[src/rtl/alarm_regs.svh]
`ifndef ALARM_REGS_SVH
`define ALARM_REGS_SVH

// byte offsets inside the slave's window
`define ALM_ADDR_CTRL      8'h00
`define ALM_ADDR_WINDOW    8'h04
`define ALM_ADDR_STATUS    8'h08

// control register fields
`define ALM_UNLOCK_BIT     0
`define ALM_ENABLE_BIT     1
`define ALM_SEL_LSB        4
`define ALM_SEL_MSB        7
`define ALM_PTR_LSB        8
`define ALM_PTR_MSB        9
`define ALM_CTRL_MASK      16'h03f3
`define ALM_CTRL_RESET     16'h0000

// compare select bit positions
`define ALM_SEL_SEC        0
`define ALM_SEL_MIN        1
`define ALM_SEL_HOUR       2
`define ALM_SEL_WKDAY      3

// pointer values that open a word in the window
`define ALM_PTR_MIN_SEC    2'b00
`define ALM_PTR_WKDAY_HR   2'b01

// weekday/hours word layout
`define ALM_WKDAY_MSB      10
`define ALM_WKDAY_LSB      8
`define ALM_HOUR_TENS_MSB  5
`define ALM_HOUR_TENS_LSB  4
`define ALM_HOUR_UNITS_MSB 3
`define ALM_HOUR_UNITS_LSB 0
`define ALM_WH_MASK        16'h073f

// minutes/seconds word layout
`define ALM_MIN_TENS_MSB   14
`define ALM_MIN_TENS_LSB   12
`define ALM_MIN_UNITS_MSB  11
`define ALM_MIN_UNITS_LSB  8
`define ALM_SEC_TENS_MSB   6
`define ALM_SEC_TENS_LSB   4
`define ALM_SEC_UNITS_MSB  3
`define ALM_SEC_UNITS_LSB  0
`define ALM_MS_MASK        16'h7f7f

`define ALM_WORD_RESET     16'h0000

// status register fields
`define ALM_ST_EVENT_BIT   0
`define ALM_ST_MATCH_BIT   1
`define ALM_ST_REFUSED_BIT 2
`define ALM_ST_COUNT_LSB   8
`define ALM_ST_COUNT_MSB   15

`endif

[src/rtl/alarm_pkg.sv]
package alarm_pkg;

    // one alarm value word
    typedef logic [15:0] word_t;

    // which register a bus access targets
    typedef enum logic [1:0] {
        SEL_CTRL,
        SEL_WINDOW,
        SEL_STATUS,
        SEL_NONE
    } reg_sel_t;

    // data phase of the bus slave
    typedef enum logic [1:0] {
        BUS_IDLE,
        BUS_WRITE,
        BUS_READ
    } bus_phase_t;

endpackage : alarm_pkg

[src/rtl/alarm_match.sv]
`timescale 1ns/1ps
`default_nettype none
`include "alarm_regs.svh"

module alarm_match (
    // clock and reset
    input  wire logic           hclk,
    input  wire logic           hresetn,
    // stored alarm values
    input  wire alarm_pkg::word_t alarm_wh,
    input  wire alarm_pkg::word_t alarm_ms,
    // live timekeeping values
    input  wire alarm_pkg::word_t time_wh,
    input  wire alarm_pkg::word_t time_ms,
    input  wire logic           time_update,
    // compare control
    input  wire logic           enable,
    input  wire logic [3:0]     field_sel,
    // results
    output logic                match_now,
    output logic                alarm_event
);
    import alarm_pkg::*;

    logic [3:0] hit;
    logic       all_hit;
    logic       next_match;
    logic       next_event;

    // per-field equality, tens and units digits together
    always_comb begin
        hit[`ALM_SEL_SEC]  =
            alarm_ms[`ALM_SEC_TENS_MSB:`ALM_SEC_UNITS_LSB] ==
            time_ms[`ALM_SEC_TENS_MSB:`ALM_SEC_UNITS_LSB];
        hit[`ALM_SEL_MIN]  =
            alarm_ms[`ALM_MIN_TENS_MSB:`ALM_MIN_UNITS_LSB] ==
            time_ms[`ALM_MIN_TENS_MSB:`ALM_MIN_UNITS_LSB];
        hit[`ALM_SEL_HOUR] =
            alarm_wh[`ALM_HOUR_TENS_MSB:`ALM_HOUR_UNITS_LSB] ==
            time_wh[`ALM_HOUR_TENS_MSB:`ALM_HOUR_UNITS_LSB];
        hit[`ALM_SEL_WKDAY] =
            alarm_wh[`ALM_WKDAY_MSB:`ALM_WKDAY_LSB] ==
            time_wh[`ALM_WKDAY_MSB:`ALM_WKDAY_LSB];
        // unselected fields never block a match
        all_hit = &(hit | ~field_sel);
    end

    // compare only on a clock update; event needs the enable
    always_comb begin
        next_match = time_update ? all_hit : match_now;
        next_event = time_update & enable & all_hit;
    end

    always_ff @(posedge hclk or negedge hresetn) begin
        if (!hresetn) begin
            match_now   <= 1'b0;
            alarm_event <= 1'b0;
        end else begin
            match_now   <= next_match;
            alarm_event <= next_event;
        end
    end

endmodule : alarm_match
`default_nettype wire

[src/rtl/alarm_value_regs.sv]
// Operation
// pointer 01 opens the weekday/hours word, 00 the minutes/seconds word.
// weekday is a three-bit field in bits 10..8, values 0 to 6.
// hour tens is a two-bit BCD field in bits 5..4, values 0 to 2.
// hour units is a four-bit BCD field in bits 3..0, values 0 to 9.
// minute tens is a three-bit BCD field in bits 14..12, values 0 to 5.
// minute units is a four-bit BCD field in bits 11..8, values 0 to 9.
// second tens is a three-bit BCD field in bits 6..4, values 0 to 5.
// second units is a four-bit BCD field in bits 3..0, values 0 to 9.
// unimplemented bits of both words read as zero.
// the weekday/hours word takes a write only while unlock is 1.
// each clock update compares selected fields and flags a match.
// software keeps the alarm off while it writes the alarm words.
// the alarm words can be read at any time, whatever the enables.
`timescale 1ns/1ps
`default_nettype none
`include "alarm_regs.svh"

module alarm_value_regs #(
    parameter int ADDR_W = 12
) (
    // clock and reset
    input  wire logic              hclk,
    input  wire logic              hresetn,
    // ahb-lite slave
    input  wire logic              hsel,
    input  wire logic [31:0]       haddr,
    input  wire logic [1:0]        htrans,
    input  wire logic              hwrite,
    input  wire logic [2:0]        hsize,
    input  wire logic [31:0]       hwdata,
    input  wire logic              hready,
    output logic                   hreadyout,
    output logic                   hresp,
    output logic [31:0]            hrdata,
    // timekeeping compare path, same clock domain
    input  wire alarm_pkg::word_t  time_weekday_hours,
    input  wire alarm_pkg::word_t  time_minutes_seconds,
    input  wire logic              time_update,
    // alarm side
    output logic                   alarm_event,
    output logic                   alarm_enable_bit,
    output logic                   clock_write_unlock,
    output logic [1:0]             alarm_word_pointer
);
    import alarm_pkg::*;

    // address phase capture
    bus_phase_t  phase;
    bus_phase_t  next_phase;
    reg_sel_t    sel_q;
    reg_sel_t    next_sel;
    logic [3:0]  lanes_q;
    logic [3:0]  next_lanes;
    logic        addr_valid;
    reg_sel_t    addr_sel;

    // control fields
    logic        unlock;
    logic        next_unlock;
    logic        enable;
    logic        next_enable;
    logic [3:0]  cmp_sel;
    logic [3:0]  next_cmp_sel;
    logic [1:0]  ptr;
    logic [1:0]  next_ptr;
    word_t       ctrl_view;
    word_t       next_ctrl_view;
    word_t       ctrl_wr;

    // alarm value words
    word_t       word_wh;
    word_t       next_word_wh;
    word_t       word_ms;
    word_t       next_word_ms;

    // status
    logic        event_seen;
    logic        next_event_seen;
    logic        refused;
    logic        next_refused;
    logic [7:0]  event_count;
    logic [7:0]  next_event_count;
    logic        match_now;
    word_t       next_status_view;

    // read data
    logic [31:0] next_hrdata;

    // data phase strobes
    logic        wr_ctrl;
    logic        wr_window;
    logic        wr_status;

    // which register an address names; upper bits must be clear
    function automatic reg_sel_t decode(input logic [ADDR_W-1:0] a);
        reg_sel_t s;
        s = SEL_NONE;
        if (a[ADDR_W-1:8] == '0) begin
            case (a[7:0])
                `ALM_ADDR_CTRL:   s = SEL_CTRL;
                `ALM_ADDR_WINDOW: s = SEL_WINDOW;
                `ALM_ADDR_STATUS: s = SEL_STATUS;
                default:          s = SEL_NONE;
            endcase
        end
        return s;
    endfunction : decode

    // byte lanes touched by an access of the given size
    function automatic logic [3:0] lane_mask(input logic [2:0] size,
                                             input logic [1:0] a);
        logic [3:0] m;
        case (size)
            3'h0:    m = 4'h1 << a;
            3'h1:    m = a[1] ? 4'hc : 4'h3;
            default: m = 4'hf;
        endcase
        return m;
    endfunction : lane_mask

    // merge written bytes into the low half-word
    function automatic word_t merge(input word_t old,
                                    input logic [15:0] wd,
                                    input logic [1:0] ln);
        word_t r;
        r[15:8] = ln[1] ? wd[15:8] : old[15:8];
        r[7:0]  = ln[0] ? wd[7:0]  : old[7:0];
        return r;
    endfunction : merge

    // zero wait states, always an okay response
    always_comb begin
        hreadyout = 1'b1;
        hresp     = 1'b0;
    end

    // address phase decode
    always_comb begin
        addr_valid = hsel & hready & htrans[1];
        addr_sel   = decode(haddr[ADDR_W-1:0]);
        next_phase = BUS_IDLE;
        next_sel   = sel_q;
        next_lanes = lanes_q;
        if (addr_valid) begin
            next_phase = hwrite ? BUS_WRITE : BUS_READ;
            next_sel   = addr_sel;
            next_lanes = lane_mask(hsize, haddr[1:0]);
        end
    end

    always_ff @(posedge hclk or negedge hresetn) begin
        if (!hresetn) begin
            phase   <= BUS_IDLE;
            sel_q   <= SEL_NONE;
            lanes_q <= 4'h0;
        end else begin
            phase   <= next_phase;
            sel_q   <= next_sel;
            lanes_q <= next_lanes;
        end
    end

    // write strobes live in the data phase, when hwdata stands
    always_comb begin
        wr_ctrl   = (phase == BUS_WRITE) && (sel_q == SEL_CTRL);
        wr_window = (phase == BUS_WRITE) && (sel_q == SEL_WINDOW);
        wr_status = (phase == BUS_WRITE) && (sel_q == SEL_STATUS);
    end

    // control register, packed view and update
    always_comb begin
        ctrl_view = 16'h0000;
        ctrl_view[`ALM_UNLOCK_BIT] = unlock;
        ctrl_view[`ALM_ENABLE_BIT] = enable;
        ctrl_view[`ALM_SEL_MSB:`ALM_SEL_LSB] = cmp_sel;
        ctrl_view[`ALM_PTR_MSB:`ALM_PTR_LSB] = ptr;
        ctrl_wr = merge(ctrl_view, hwdata[15:0], lanes_q[1:0]);
        next_ctrl_view = wr_ctrl ? (ctrl_wr & `ALM_CTRL_MASK)
                                 : ctrl_view;
        next_unlock  = next_ctrl_view[`ALM_UNLOCK_BIT];
        next_enable  = next_ctrl_view[`ALM_ENABLE_BIT];
        next_cmp_sel = next_ctrl_view[`ALM_SEL_MSB:`ALM_SEL_LSB];
        next_ptr     = next_ctrl_view[`ALM_PTR_MSB:`ALM_PTR_LSB];
    end

    always_ff @(posedge hclk or negedge hresetn) begin
        if (!hresetn) begin
            unlock  <= 1'b0;
            enable  <= 1'b0;
            cmp_sel <= 4'h0;
            ptr     <= `ALM_PTR_MIN_SEC;
        end else begin
            unlock  <= next_unlock;
            enable  <= next_enable;
            cmp_sel <= next_cmp_sel;
            ptr     <= next_ptr;
        end
    end

    // alarm words behind the shared window; only implemented bits
    // are stored so the unused ones can never read back as one
    always_comb begin
        next_word_wh = word_wh;
        next_word_ms = word_ms;
        next_refused = refused;
        if (wr_window) begin
            unique case (ptr)
                `ALM_PTR_WKDAY_HR: begin
                    if (unlock) begin
                        next_word_wh = merge(word_wh, hwdata[15:0],
                                             lanes_q[1:0])
                                       & `ALM_WH_MASK;
                    end else begin
                        next_refused = 1'b1;
                    end
                end
                `ALM_PTR_MIN_SEC: begin
                    next_word_ms = merge(word_ms, hwdata[15:0],
                                         lanes_q[1:0])
                                   & `ALM_MS_MASK;
                end
                // month/day word lives outside this block
                default: begin
                    next_word_wh = word_wh;
                end
            endcase
        end
        // a refusal in the same cycle as its clear still shows
        if (wr_status && lanes_q[0] &&
            hwdata[`ALM_ST_REFUSED_BIT] &&
            !(wr_window && ptr == `ALM_PTR_WKDAY_HR && !unlock)) begin
            next_refused = 1'b0;
        end
    end

    always_ff @(posedge hclk or negedge hresetn) begin
        if (!hresetn) begin
            word_wh <= `ALM_WORD_RESET;
            word_ms <= `ALM_WORD_RESET;
            refused <= 1'b0;
        end else begin
            word_wh <= next_word_wh;
            word_ms <= next_word_ms;
            refused <= next_refused;
        end
    end

    // comparator against the live clock
    alarm_match u_match (
        .hclk        (hclk),
        .hresetn     (hresetn),
        .alarm_wh    (word_wh),
        .alarm_ms    (word_ms),
        .time_wh     (time_weekday_hours),
        .time_ms     (time_minutes_seconds),
        .time_update (time_update),
        .enable      (enable),
        .field_sel   (cmp_sel),
        .match_now   (match_now),
        .alarm_event (alarm_event)
    );

    // event history; a new event beats a clear in the same cycle
    always_comb begin
        next_event_seen  = event_seen;
        next_event_count = event_count;
        if (wr_status && lanes_q[0] && hwdata[`ALM_ST_EVENT_BIT]) begin
            next_event_seen = 1'b0;
        end
        if (alarm_event) begin
            next_event_seen  = 1'b1;
            next_event_count = event_count + 8'h01;
        end
    end

    always_ff @(posedge hclk or negedge hresetn) begin
        if (!hresetn) begin
            event_seen  <= 1'b0;
            event_count <= 8'h00;
        end else begin
            event_seen  <= next_event_seen;
            event_count <= next_event_count;
        end
    end

    // status view from next values, match bit from current match_now, so no write or event is missed
    always_comb begin
        next_status_view = 16'h0000;
        next_status_view[`ALM_ST_EVENT_BIT]   = next_event_seen;
        next_status_view[`ALM_ST_MATCH_BIT]   = match_now;
        next_status_view[`ALM_ST_REFUSED_BIT] = next_refused;
        next_status_view[`ALM_ST_COUNT_MSB:`ALM_ST_COUNT_LSB] =
            next_event_count;
    end

    // read data formed from next values so a read right behind a
    // write returns the written value without a wait state
    always_comb begin
        next_hrdata = 32'h0000_0000;
        if (addr_valid && !hwrite) begin
            unique case (addr_sel)
                SEL_CTRL: begin
                    next_hrdata[15:0] = next_ctrl_view;
                end
                SEL_WINDOW: begin
                    // readable whatever unlock and enable say
                    unique case (next_ptr)
                        `ALM_PTR_WKDAY_HR: begin
                            next_hrdata[15:0] = next_word_wh;
                        end
                        `ALM_PTR_MIN_SEC: begin
                            next_hrdata[15:0] = next_word_ms;
                        end
                        default: begin
                            next_hrdata[15:0] = 16'h0000;
                        end
                    endcase
                end
                SEL_STATUS: begin
                    next_hrdata[15:0] = next_status_view;
                end
                SEL_NONE: begin
                    next_hrdata = 32'h0000_0000;
                end
            endcase
        end
    end

    always_ff @(posedge hclk or negedge hresetn) begin
        if (!hresetn) begin
            hrdata <= 32'h0000_0000;
        end else begin
            hrdata <= next_hrdata;
        end
    end

    // control bits out to the rest of the clock unit
    always_comb begin
        alarm_enable_bit   = enable;
        clock_write_unlock = unlock;
        alarm_word_pointer = ptr;
    end

endmodule : alarm_value_regs
`default_nettype wire

[config.mk]
export PLATFORM = sky130hd
export DESIGN_NAME = alarm_value_regs
export DESIGN_NICKNAME = d
export VERILOG_FILES = /design/src/rtl/alarm_pkg.sv /design/src/rtl/alarm_match.sv /design/src/rtl/alarm_value_regs.sv
export VERILOG_INCLUDE_DIRS = /design/src /design/src/rtl
export SDC_FILE = /design/constraint.sdc
export NUM_CORES = 1
export LEC_CHECK = 0
export ABC_AREA = 1
export BUFFER_PORTS_ARGS = -buffer_cell sky130_fd_sc_hd__buf_2
export CORE_MARGIN = 4
export CORE_UTILIZATION = 35
export CTS_CLUSTER_DIAMETER = 40
export CTS_CLUSTER_SIZE = 16
export DETAILED_ROUTE_END_ITERATION = 8
export PLACE_DENSITY_LB_ADDON = 0.3
export SLEW_MARGIN = 10
export SYNTH_ARGS = -nofsm -noshare
export SYNTH_HDL_FRONTEND = slang
export SYNTH_SLANG_ARGS = --single-unit
[constraint.sdc]
create_clock -name hclk -period 1.9 [get_ports hclk]
set_input_delay 0.19 -clock hclk [delete_from_list [all_inputs] [get_ports hclk]]
set_output_delay 0.19 -clock hclk [all_outputs]
set_load 0.02 [all_outputs]
# Word-level counts from Yosys, hierarchy flattened

Cells that the tools add are included.

Add/sub/neg operators: 1
Multiply operators: 0
Div/mod/pow operators: 0
Magnitude comparators: 0
Equal/unequal tests: 15
Shift-type cells: 1
Multiplexer cells: 28
Bitwise gates (word level): 6
Reductions and logical operators: 21

Operators by type and width:

| operator            | count |
|---|---|
| $mux 16             | 6 |
| $pmux 16 s4         | 1 |
| $pmux 16 s2         | 1 |
| $mux 8              | 2 |
| $eq 7x7->1          | 2 |
| $mux 7              | 2 |
| $eq 2x1->1 const B  | 5 |
| $logic_and 1x1->1   | 10 |
| $mux 10             | 1 |
| $mux 2              | 5 |
| $add 8x1->8 const B | 1 |
| $eq 8x3->1 const B  | 1 |
| $eq 8x4->1 const B  | 1 |
| $logic_not 2->1     | 4 |
| $logic_not 8->1     | 1 |
| $eq 2x2->1 const B  | 3 |
| $eq 6x6->1          | 1 |
| $mux 1              | 6 |
| $mux 6              | 1 |
| $pmux 2 s3          | 1 |
| $and 1x1->1         | 4 |
| $logic_not 4->1     | 1 |
| $not 4->4           | 1 |
| $or 4x4->4          | 1 |
| 8 further kinds     | 10 |

Bits in registers: 74
Latch bits: 0
Memory bits (writable): 0
ROM bits: 0
Input bits: 107
Word-level logic and storage cells: 87
Memories: 0

# Logic depth before layout (Yosys ltp)

Gate-level depths: netlist (run 1).

Depth after elaboration: 9
Mapped depth: 11
Gate-level depth less buffers: 10

# Modules after synthesis

A second synthesis (run 1) with hierarchy kept.

Cells, all modules: 550
Area, all modules: 4071.4 sq um

Modules (own cells, without submodules):

| module           | times used | cells an instance | area an instance (sq um) | seq. area each (sq um) |
|---|---|---|---|---|
| alarm_value_regs | 1          | 431               | 3533.4                   | 1804.2 |
| alarm_match      | 1          | 119               | 538.0                    | 50.0 |

# Worst setup path before layout (run 1)

No wires, ideal clock.

Kind: flip-flop to flip-flop
Start: register sel_q[0]
End: register hrdata[8]
Setup time: 113 ps
Data arrival time: 1394 ps
Data required time: 1787 ps
Path slack: 393 ps
Stages on the path, launching flop included: 11
Period minus slack after synthesis: 1507 ps
Cells stage by stage: dfstp_2 nand2_1 nor2_4 buf_4 nand3_2 nand2_1 o21ai_2 nand2_1 nand3_1 nand2_1 inv_1

Elaborated cells between the ends (all ways): 12
Classes of those cells: eq/ne: 2; mux: 6; reduce/logical: 4

RTL lines:

| item                   | line                    | RTL |
|---|---|---|
| from (decl)            | alarm_value_regs.sv:51  | `reg_sel_t sel_q;` |
| from (signal assigned) | alarm_value_regs.sv:159 | `sel_q <= next_sel;` |
| $eq 2x1->1             | alarm_value_regs.sv:167 | `wr_window = (phase == BUS_WRITE) && (sel_q == SEL_WINDOW);` |
| $logic_and 1x1->1      | alarm_value_regs.sv:167 |  |
| $mux 16                | alarm_value_regs.sv:207 | `if (wr_window) begin` |
| via next_word_wh[8]    | alarm_value_regs.sv:73  | `word_t next_word_wh;` |
| $pmux 16 s2            | alarm_value_regs.sv:308 | `unique case (next_ptr)` |
| $pmux 16 s4            | alarm_value_regs.sv:302 | `unique case (addr_sel)` |
| $mux 16                | alarm_value_regs.sv:301 | `if (addr_valid && !hwrite) begin` |
| via next_hrdata[8]     | alarm_value_regs.sv:88  | `logic [31:0] next_hrdata;` |
| to (signal assigned)   | alarm_value_regs.sv:334 | `hrdata <= next_hrdata;` |
| to (decl)              | alarm_value_regs.sv:35  | `output logic [31:0] hrdata,` |

The timed path passes the listed nets, and every way through them passes these cells.
A chain may end at the register's enable or synchronous reset.

# Final worst setup path (run 1)

Start: register sel_q[0]
End: register hrdata[9]

Cells in the longest elaborated chain, start to end: 7
Elaborated cells between the ends (all ways): 12
Classes of those cells: eq/ne: 2; mux: 6; reduce/logical: 4

Ends and longest elaborated chain:

| item                                                 | line                    | RTL |
|---|---|---|
| $logic_not 2->1 (*)                                  | alarm_value_regs.sv:166 | `wr_ctrl = (phase == BUS_WRITE) && (sel_q == SEL_CTRL);` |
| $logic_and 1x1->1 (*)                                | alarm_value_regs.sv:166 |  |
| $mux 10 (*)                                          | alarm_value_regs.sv:179 | `` next_ctrl_view = wr_ctrl ? (ctrl_wr & `ALM_CTRL_MASK) `` |
| via next_ctrl_view[9]                                | alarm_value_regs.sv:68  | `word_t next_ctrl_view;` |
| $eq 2x1->1 / $logic_not 2->1 (equally long branches) | alarm_value_regs.sv:308 |  |
| $pmux 16 s2                                          | alarm_value_regs.sv:308 |  |
| $pmux 16 s4 (*)                                      | alarm_value_regs.sv:302 |  |
| $mux 16 (*)                                          | alarm_value_regs.sv:301 |  |
| via next_hrdata[9]                                   | alarm_value_regs.sv:88  |  |

Mark *: on every way through the listed nets, which the timed path passes. The rest lies on a longest branch.

==> impl_metrics.yaml, run 1 <==
detailed_routing:
  first_pass_iters: 5
  wl_met3_um: 644
  drt-met1-wl_mm: 4.78
  routed-wl-met2_mm: 4.72
  num_vias: 3412
  drt_first_iter_violations: 208
  avgViaCountPerCell: 4.65
  finalWirelength_mm: 10.3
  drc: 0
  drt.antenna.violating_nets: 0
  wl_per_cell_um: 14.1
  top_layer: "met4"
synthesis:
  synth_cell_type_count: 31
  synthesis.area_um2: 3920
  synth_xor_xnor_area_share_pct: 5.59
  synthArstFlopShare_pct: 100
  synth_compound_area_share_pct: 7.63
  synthFlopType: "dfrtp_1"
  ys_ff_latch: 74
  yosysSeqAreaShare_pct: 47.3
  syn-mean-instance-area_um2: 7.98
  synth_edf_count: 0
  synth_top_family_by_area: "simple AND/OR/NAND/NOR gates"
  synth_fa_ha_area_share_pct: 0.319
  synthMuxAreaShare_pct: 0
  synthSimpleGateAreaFrac_pct: 29.5
  yosysWarnings: 0
  postSynthCellCount: 491
timing:
  rsz0062_at_grt: "no"
  report.final.slew_viol_count: 0
  min_period_ns: 1.79
  post-route-worst-setup-slack_ns: 0.109
  period_share_pct: 94.3
  skew_ns: 0.0118
  max_freq_ghz: 0.558
  holdWs_ns: 0.0490
  setup_violations: 0
  final.setup.tns_ns: 0
  finalHoldViolCount: 0
global_route:
  grt_pass1_vias: 3363
  grt_pass1_wl_mm: 16.6
  grt_max_degree: 36
  grt_use_total_pct: 16.3
  grt-ovfl-total: 0
  antenna_found_initial: 0
place:
  gp_congestion: 0.870
  dp_hpwl_mm: 7.94
  place_ws_ns: 0.145
  io_buffers: 80
  place_inst: 714
die:
  die_h_um: 114
  num_rows: 38
  io_pins: 146
  start_util_pct: 36.0
  dieArea_um2: 13000
  core-area_um2: 10900
  fp.dieW_um: 114
worst_setup_path:
  cp-end-kind: "register"
  worstPathMaxFanout: 14
  crit_slowest_cell: "dfstp_2"
  slowest_delay_ns: 0.58
  crit_top_cell: "nand2_1"
  start_kind: "register"
  cp.arrival_ns: 2.05
  required_ns: 2.15
  critical_path.cell_chain: "inv_1 > nand2_1 > nor2_4 > nand2_2 > nand2_4 > nor2_4 > buf_12 > nand2_1 > nand2_1 > nand2_1 > a21oi_1"
  ff2ff_path_depth: 11
  rr_endpoint: "hrdata[9]"
  r2r_start: "sel_q[0]"
  crit_type: "register to register"
  r2r_slack_ns: 0.11
power_and_ir_drop:
  power_density_nw_per_um2: 1010
  finalPower_uw: 4850
  p_int_uw: 3170
  p_comb_share_pct: 28.0
  switching_share_pct: 34.6
  peakVddDrop_uv: 389
  leakage_uw: 0.00244
  clock_power_share_pct: 31.5
  power_frac_seq_pct: 40.5
  power.switching_uw: 1680
clock_network:
  root_buffer: "clkbuf_8"
  cts_inserted_buffers: 9
  h-tree-depth: 3
  cts_tree: "yes"
  clk_pin_slew_ns: 0.08
  clk_latency_ns: 0.35
  clockBufferDepth: 2
  cts.sink_count: 74
min_path:
  worstHoldEndpoint: "phase[0]"
  min_from: "hwrite"
  hp-class: "input port to register"
  holdPathStages: 3
cells_and_area:
  most-common-layout-cells: "166 x nand2_1, 80 x buf_2, 72 x dfrtp_1, 43 x inv_1, 28 x nor2_1"
  finalNetCount: 696
  drive_gt1_share_pct: 23.4
  final_common_cell: "nand2_1"
  syn_to_final_growth_pct: 22.0
  antenna_cells: 0
  fin_cells: 733
flow_run:
  cap_violations: 0
outcome:
  status: "finished clean"
[per-layer routing]
metal / vias to the layer above / global-route usage (%)
li1: 1734 / -
met1: 1553 / 22.2
met2: 111 / 25.5
met3: 14 / 3.24
met4: 0 / 6.81
met5: - / 0
[timing repair]
item / in CTS / in global routing
gates resized for setup: 0 / 1
setup endpoints to repair: 0 / 1
endpoints found under the hold margin: 13 / 0
buffers inserted: 0 / 1
hold buffers: 1 / 0
[critical path: cells and delay by family (launching register included)]
| kind | cells | cell delay, ns |
|---|---|---|
| simple gates | 8 | 0.72 |
| flops | 1 | 0.58 |
| buf+inv | 2 | 0.20 |
| compound gates | 1 | 0.20 |
[area by class of cell]
class	count	area (um2)
inverter	49	184
fill	1101	6110
multi-input combinational	360	1770
sequential	74	1850
clock buffer	11	151
clock inverter	5	100
tap	140	175
timing repair buffer	94	546
[synth_stat cells, types with 3 or more instances]
library cell | n | area (um2)
a21oi_1 | 19 | 95.1
o21ai_0 | 25 | 125
nor3_1 | 4 | 20.0
nand3_2 | 4 | 40.0
xor2_1 | 16 | 140
xnor2_1 | 9 | 78.8
buf_2 | 3 | 15.0
inv_2 | 5 | 18.8
dfrtp_1 | 72 | 1800
nor2_4 | 3 | 33.8
nand2_1 | 166 | 623
inv_1 | 43 | 161
nor2_2 | 6 | 37.5
nand2_2 | 3 | 18.8
o21ai_1 | 9 | 45.0
nand4_1 | 22 | 138
buf_4 | 20 | 150
nand3_1 | 17 | 85.1
nor2_1 | 28 | 105
[state kept, by name, indices dropped and copies added (netlist names)]
signal               count
alarm_enable_bit         1
alarm_word_pointer       2
clock_write_unlock       1
cmp_sel                  4
event_count              8
event_seen               1
hrdata                  16
lanes_q                  2
phase                    2
refused                  1
sel_q                    2
u_match.alarm_event      1
u_match.match_now        1
word_ms                 16
word_wh                 16
[metrics by stage]
step,instance area (um2),util [%]
2_1_floorplan,3980,-
3_3_place_gp,4490,41.3
3_5_place_dp,4490,41.3
4_1_cts,4760,43.7
5_1_grt,4780,43.9
6_report,4780,43.9
[power by group through the flow]
stage          registers [uW]  clock network [uW]  logic (uW)
2_1_floorplan            1980                   0         868
3_3_place_gp             1980                   0        1270
3_5_place_dp             1990                   0        1300
4_1_cts                  1960                1560        1300
5_1_grt                  1990                1630        1500
6_report                 1960                1530        1360
[cell families after synthesis]
| kind of cell | count (synthesis) |
|---|---|
| AO/OA/AOI/OAI | 57 |
| XOR/XNOR | 25 |
| other | 2 |
| buffers and inverters | 74 |
| AND/OR/NAND/NOR | 258 |
| flip-flops | 74 |
| adder cells (fa/ha/maj) | 1 |
[worst max-delay path by stage]
stage / end / cells past startpoint / slack [ns] / startpoint
6_report: hrdata[9] / 11 / 0.11 / sel_q[0]
5_1_grt: hrdata[4] / 11 / 0.006 / sel_q[0]
4_1_cts: hrdata[9] / 10 / 0.1 / sel_q[0]
3_5_place_dp: hrdata[9] / 10 / 0.14 / sel_q[0]
3_3_place_gp: hrdata[9] / 10 / 0.15 / sel_q[0]
2_1_floorplan: hrdata[8] / 10 / 0.39 / sel_q[0]
Note: power is estimated with default switching activity, not from simulation.
==> run 2: changes to the inputs <==
- HOLD_SLACK_MARGIN: unset -> 0.12
- SLEW_MARGIN: 10 -> unset
==> run 2 against run 1 <==
Effect of this change:
- cell count increased by 1.4%
- flip-flop and latch count unchanged
- via count increased by 1.1%
- sequential power about the same
- hold slack improved by 0.094 ns
- core utilization increased by 0.94 points
- critical endpoint is now hrdata[7]
- largest cell class unchanged
- highest routed layer unchanged
==> impl_metrics.yaml, run 2 (same netlist as run 1, synthesis figures left out) <==
outcome:
  status: "finished clean"
timing:
  rsz0062_at_grt: "yes"
  period_share_pct: 93.7
  post-route-worst-setup-slack_ns: 0.120
  skew_ns: 0.0111
  report.final.slew_viol_count: 0
  finalHoldViolCount: 0
  min_period_ns: 1.78
  max_freq_ghz: 0.562
  setup_violations: 0
place:
  dp_hpwl_mm: 7.94
  gp_congestion: 0.870
  io_buffers: 80
  place_ws_ns: 0.145
global_route:
  grt_pass1_wl_mm: 16.7
  grt_use_total_pct: 16.5
  antenna_found_initial: 0
  grt-ovfl-total: 0
  grt_pass1_vias: 3417
  grt_max_degree: 36
cells_and_area:
  final_common_cell: "nand2_1"
  multi_input_area_um2: 1770
  syn_to_final_growth_pct: 24.6
  most-common-layout-cells: "166 x nand2_1, 80 x buf_2, 72 x dfrtp_1, 43 x inv_1, 27 x nor2_1"
  final_core_util_pct: 44.9
  nFillCells: 1097
  reg_top3: "hrdata x16, word_ms x16, word_wh x16"
  antenna_cells: 0
  finalNetCount: 706
  drive_gt1_share_pct: 23.2
  regArea_um2: 1850
detailed_routing:
  drt_first_iter_violations: 184
  num_vias: 3451
  drt.antenna.violating_nets: 0
  finalWirelength_mm: 10.4
  drc: 0
  first_pass_iters: 4
  wl_per_cell_um: 14.0
  avgViaCountPerCell: 4.64
worst_setup_path:
  critical_path.cell_chain: "dlygate4sd3_1 > buf_2 > nor2_2 > nand3_1 > nor2_2 > nand2_1 > inv_1 > nand2_1 > a21oi_1"
  r2r_slack_ns: 0.13
  rr_endpoint: "hrdata[9]"
  start_kind: "input port"
  cp.arrival_ns: 2.05
  cp-end-kind: "register"
  ff2ff_path_depth: 11
  r2r_start: "sel_q[0]"
  worstPathMaxFanout: 9
  required_ns: 2.17
  crit_slowest_cell: "dlygate4sd3_1"
  crit_type: "input port to register"
  slowest_delay_ns: 0.53
min_path:
  min_from: "hwdata[6]"
  worstHoldEndpoint: "word_ms[6]"
  holdPathStages: 3
  hp-class: "input port to register"
clock_network:
  cts_tree: "yes"
  clockBufferDepth: 2
  cts_inserted_buffers: 9
  clk_latency_ns: 0.35
  root_buffer: "clkbuf_8"
  h-tree-depth: 3
  clk_pin_slew_ns: 0.08
  cts.sink_count: 74
die:
  die_h_um: 114
  core-area_um2: 10900
  dieArea_um2: 13000
  io_pins: 146
  fp.dieW_um: 114
  num_rows: 38
  start_util_pct: 36.0
power_and_ir_drop:
  power_density_nw_per_um2: 993
  peakVddDrop_uv: 392
  leakage_uw: 0.00248
flow_run:
  cap_violations: 0
-- run 2: cell types whose count changed in the layout (fill, tap and decap cells not counted) --
| cell | before | now |
|---|---|---|
| dlygate4sd3_1 | 1 | 11 |
| nor2_1 | 28 | 27 |
| nor2_2 | 6 | 7 |
-- run 2: worst max-delay path: cells and delay by family --
family	cells	cell delay, ns
and+or+nand+nor	5	0.89
AOI/OAI and AO/OA	1	0.19
buffers and inverters	3	0.79
-- run 2: final cells by class --
class | count | share of cell area (%)
Timing Repair Buffer | 104 | 13.2
Clock inverter | 5 | 2.05
Clock buffer | 11 | 3.10
Multi-Input combinational cell | 360 | 36.3
Inverter | 49 | 3.77
Tap cell | 140 | 3.59
Sequential cell | 74 | 38.0
-- run 2: timing repair --
| item | CTS | global route |
|---|---|---|
| resized for setup | 0 | 2 |
| buffers inserted | 0 | 1 |
| endpoints found under the setup margin | 0 | 10 |
| endpoints found under the hold margin | 45 | 0 |
| hold buffers | 11 | 0 |
-- run 2: routing by layer --
metal / vias to the layer above / track usage (%) / part of all wire (%)
met5: - / 0 / 0
met4: 0 / 6.81 / 1.9
met3: 16 / 3.24 / 6.9
met2: 117 / 25.9 / 46
met1: 1567 / 22.4 / 45
li1: 1751 / - / -
-- run 2: where the power goes --
part / internal (uW) / switching (uW) / leakage (uW)
registers: 1780 / 178 / 0.000874
clock network: 940 / 587 / 0.000129
logic: 459 / 903 / 0.00148
-- run 2: worst max path at each step --
| stage | start | end | slack (ns) | depth (start not counted) |
|---|---|---|---|---|
| floorplan | sel_q[0] | hrdata[8] | 0.39 | 10 |
| global placement | sel_q[0] | hrdata[9] | 0.15 | 10 |
| detailed placement | sel_q[0] | hrdata[9] | 0.14 | 10 |
| CTS | sel_q[0] | hrdata[9] | 0.1 | 10 |
| global route | haddr[1] | hrdata[8] | -0.05 | 10 |
| finish | haddr[1] | hrdata[7] | 0.12 | 9 |
-- run 2: metrics by stage --
step	setup TNS (ns)	std cells	hold WS, ns	instance area, um2	total power, uW
floorplan	0	507	-0.106	3980	2850
global placement	0	714	0.130	4490	3250
detailed placement	0	714	0.145	4490	3290
CTS	0	741	0.124	4860	4840
global route	-0.208	743	0.139	4880	5140
finish	0	743	0.143	4880	4850
==> run 3: changes to the inputs <==
- MAX_ROUTING_LAYER: unset -> met4
- clock period: 1.9 -> 1.6 ns (I/O delays scaled with it)
==> run 3 against run 2 <==
Effect of this change:
- the flow now finishes with violations (negative setup slack)
- register-to-register slack worse by 0.21 ns
- non-clock buffer count rose by 37
- total power increased by 18%
- clock skew down 0.0012 ns
==> impl_metrics.yaml, run 3 (same netlist as run 1, synthesis figures left out) <==
clock_network:
  clockBufferDepth: 2
  clk_latency_ns: 0.36
  h-tree-depth: 3
  cts_inserted_buffers: 9
  root_buffer: "clkbuf_8"
  cts.sink_count: 74
  cts_tree: "yes"
  clk_pin_slew_ns: 0.08
global_route:
  grt_max_degree: 46
  grt_use_total_pct: 18.3
  antenna_found_initial: 0
  grt_most_used_layer: "met2"
  grt_pass1_wl_mm: 18.0
  use_met3_pct: 4.35
  use_met1_pct: 23.7
  grt_pass1_vias: 3668
  grt-ovfl-total: 0
  grt_use_met2_pct: 28.2
worst_setup_path:
  worstPathMaxFanout: 13
  crit_buf_inv: 2
  crit_end: "hrdata[11]"
  crit_family: "flip-flops"
  start_kind: "register"
  slowest_delay_ns: 0.57
  r2r_slack_ns: -0.08
  required_ns: 1.87
  cp.arrival_ns: 1.95
  crit_type: "register to register"
  crit_top_cell: "nand2_1"
  ff2ff_path_depth: 9
  crit_slowest_cell: "dfstp_2"
  rr_endpoint: "hrdata[11]"
  path_depth: 9
  cp-end-kind: "register"
  cp-startpoint: "sel_q[0]"
  r2r_start: "sel_q[0]"
  critical_path.cell_chain: "nand2_2 > nor2_4 > buf_12 > inv_2 > o21ai_2 > nand2_1 > nand2_1 > nand2_1 > a21oi_2"
place:
  dp_hpwl_mm: 8.03
  io_buffers: 80
  gp_congestion: 0.884
  dpl-instance-area_um2: 4620
  place_ws_ns: -0.122
timing:
  setup_violations: 16
  final.setup.tns_ns: -0.736
  worst_pin_slew_ns: 0.578
  post-route-worst-setup-slack_ns: -0.0803
  period_share_pct: 105
  min_period_ns: 1.68
  skew_ns: 0.00998
  report.final.slew_viol_count: 0
  finalHoldViolCount: 0
  max_freq_ghz: 0.595
  relSlewSlack_pct: 61.4
  rsz0062_at_grt: "yes"
  holdWs_ns: 0.136
cells_and_area:
  finalNetCount: 743
  multi_input_area_um2: 1910
  postLayoutCellArea_um2: 5290
  most-common-layout-cells: "152 x nand2_1, 80 x buf_2, 70 x dfrtp_1, 43 x inv_1, 34 x buf_4"
  regArea_um2: 1860
  drive_gt1_share_pct: 30.9
  reg_top3: "hrdata x16, word_ms x16, word_wh x16"
  nFillCells: 1043
  antenna_cells: 0
  syn_to_final_growth_pct: 35.1
  final_common_cell: "nand2_1"
die:
  dieArea_um2: 13000
  start_util_pct: 36.0
  io_pins: 146
  fp.dieW_um: 114
  num_rows: 38
  die_h_um: 114
  core-area_um2: 10900
detailed_routing:
  wl_per_cell_um: 14.3
  drt.antenna.violating_nets: 0
  num_vias: 3668
  first_pass_iters: 5
  finalWirelength_mm: 11.1
  avgViaCountPerCell: 4.70
  drc: 0
  drt_first_iter_violations: 211
min_path:
  hp-class: "input port to register"
power_and_ir_drop:
  peakVddDrop_uv: 482
  power_density_nw_per_um2: 1080
  leakage_uw: 0.00266
outcome:
  status: "complete, but fails checks"
  violations: "negative setup slack"
flow_run:
  cap_violations: 0
-- run 3: how the worst min path moves through the flow --
stage	depth (start not counted)	start	slack, ns	endpoint
2_1_floorplan	0	hresetn	-0.14	alarm_enable_bit
3_3_place_gp	2	hresetn	0.20	hrdata[1]
3_5_place_dp	2	hresetn	0.21	hrdata[1]
4_1_cts	4	haddr[1]	0.12	lanes_q[1]
5_1_grt	4	haddr[1]	0.14	lanes_q[1]
6_report	3	hsize[1]	0.14	lanes_q[1]
-- run 3: cell type report --
class / instances / share of cell area (%)
clock buffer: 14 / 3.26
timing repair buffer: 141 / 18.6
sequential: 74 / 35.1
clock inverter: 2 / 0.189
inverter: 49 / 3.47
multi-input combinational: 360 / 36.1
tap: 140 / 3.31
-- run 3: tightest hold or removal path, stage by stage --
cell and delay, ns:
buf_2 0.08, nor3_1 0.05, a2bb2oi_1 0.15
-- run 3: power breakdown --
group	total, uW	internal, uW	switching (uW)
Clock	1370	687	684
Combinational	2020	808	1210
Sequential	2340	2120	216
-- run 3: timing repair --
| item | CTS | global route |
|---|---|---|
| gates resized for setup | 23 | 21 |
| setup buffers | 7 | 4 |
| hold endpoints to repair | 94 | 0 |
| endpoints found under the setup margin | 16 | 16 |
| hold buffers | 20 | 0 |
| pin swaps | 8 | 6 |
| cloned | 1 | 1 |
-- run 3: per-stage QoR --
step                      utilization (%)  instances  power, uW
after CTS                            47.4        775       5540
final                                48.6        780       5730
after global placement               42.4        731       3930
after floorplan                         -        507       3390
after global routing                 48.6        780       6090
after detailed placement             42.4        731       3970
-- run 3: routing by layer --
layer | wire, um | vias to the layer above
met4 | 137 | 0
met5 | 0 | -
met2 | 5200 | 118
met3 | 762 | 10
li1 | - | 1818
met1 | 5030 | 1722
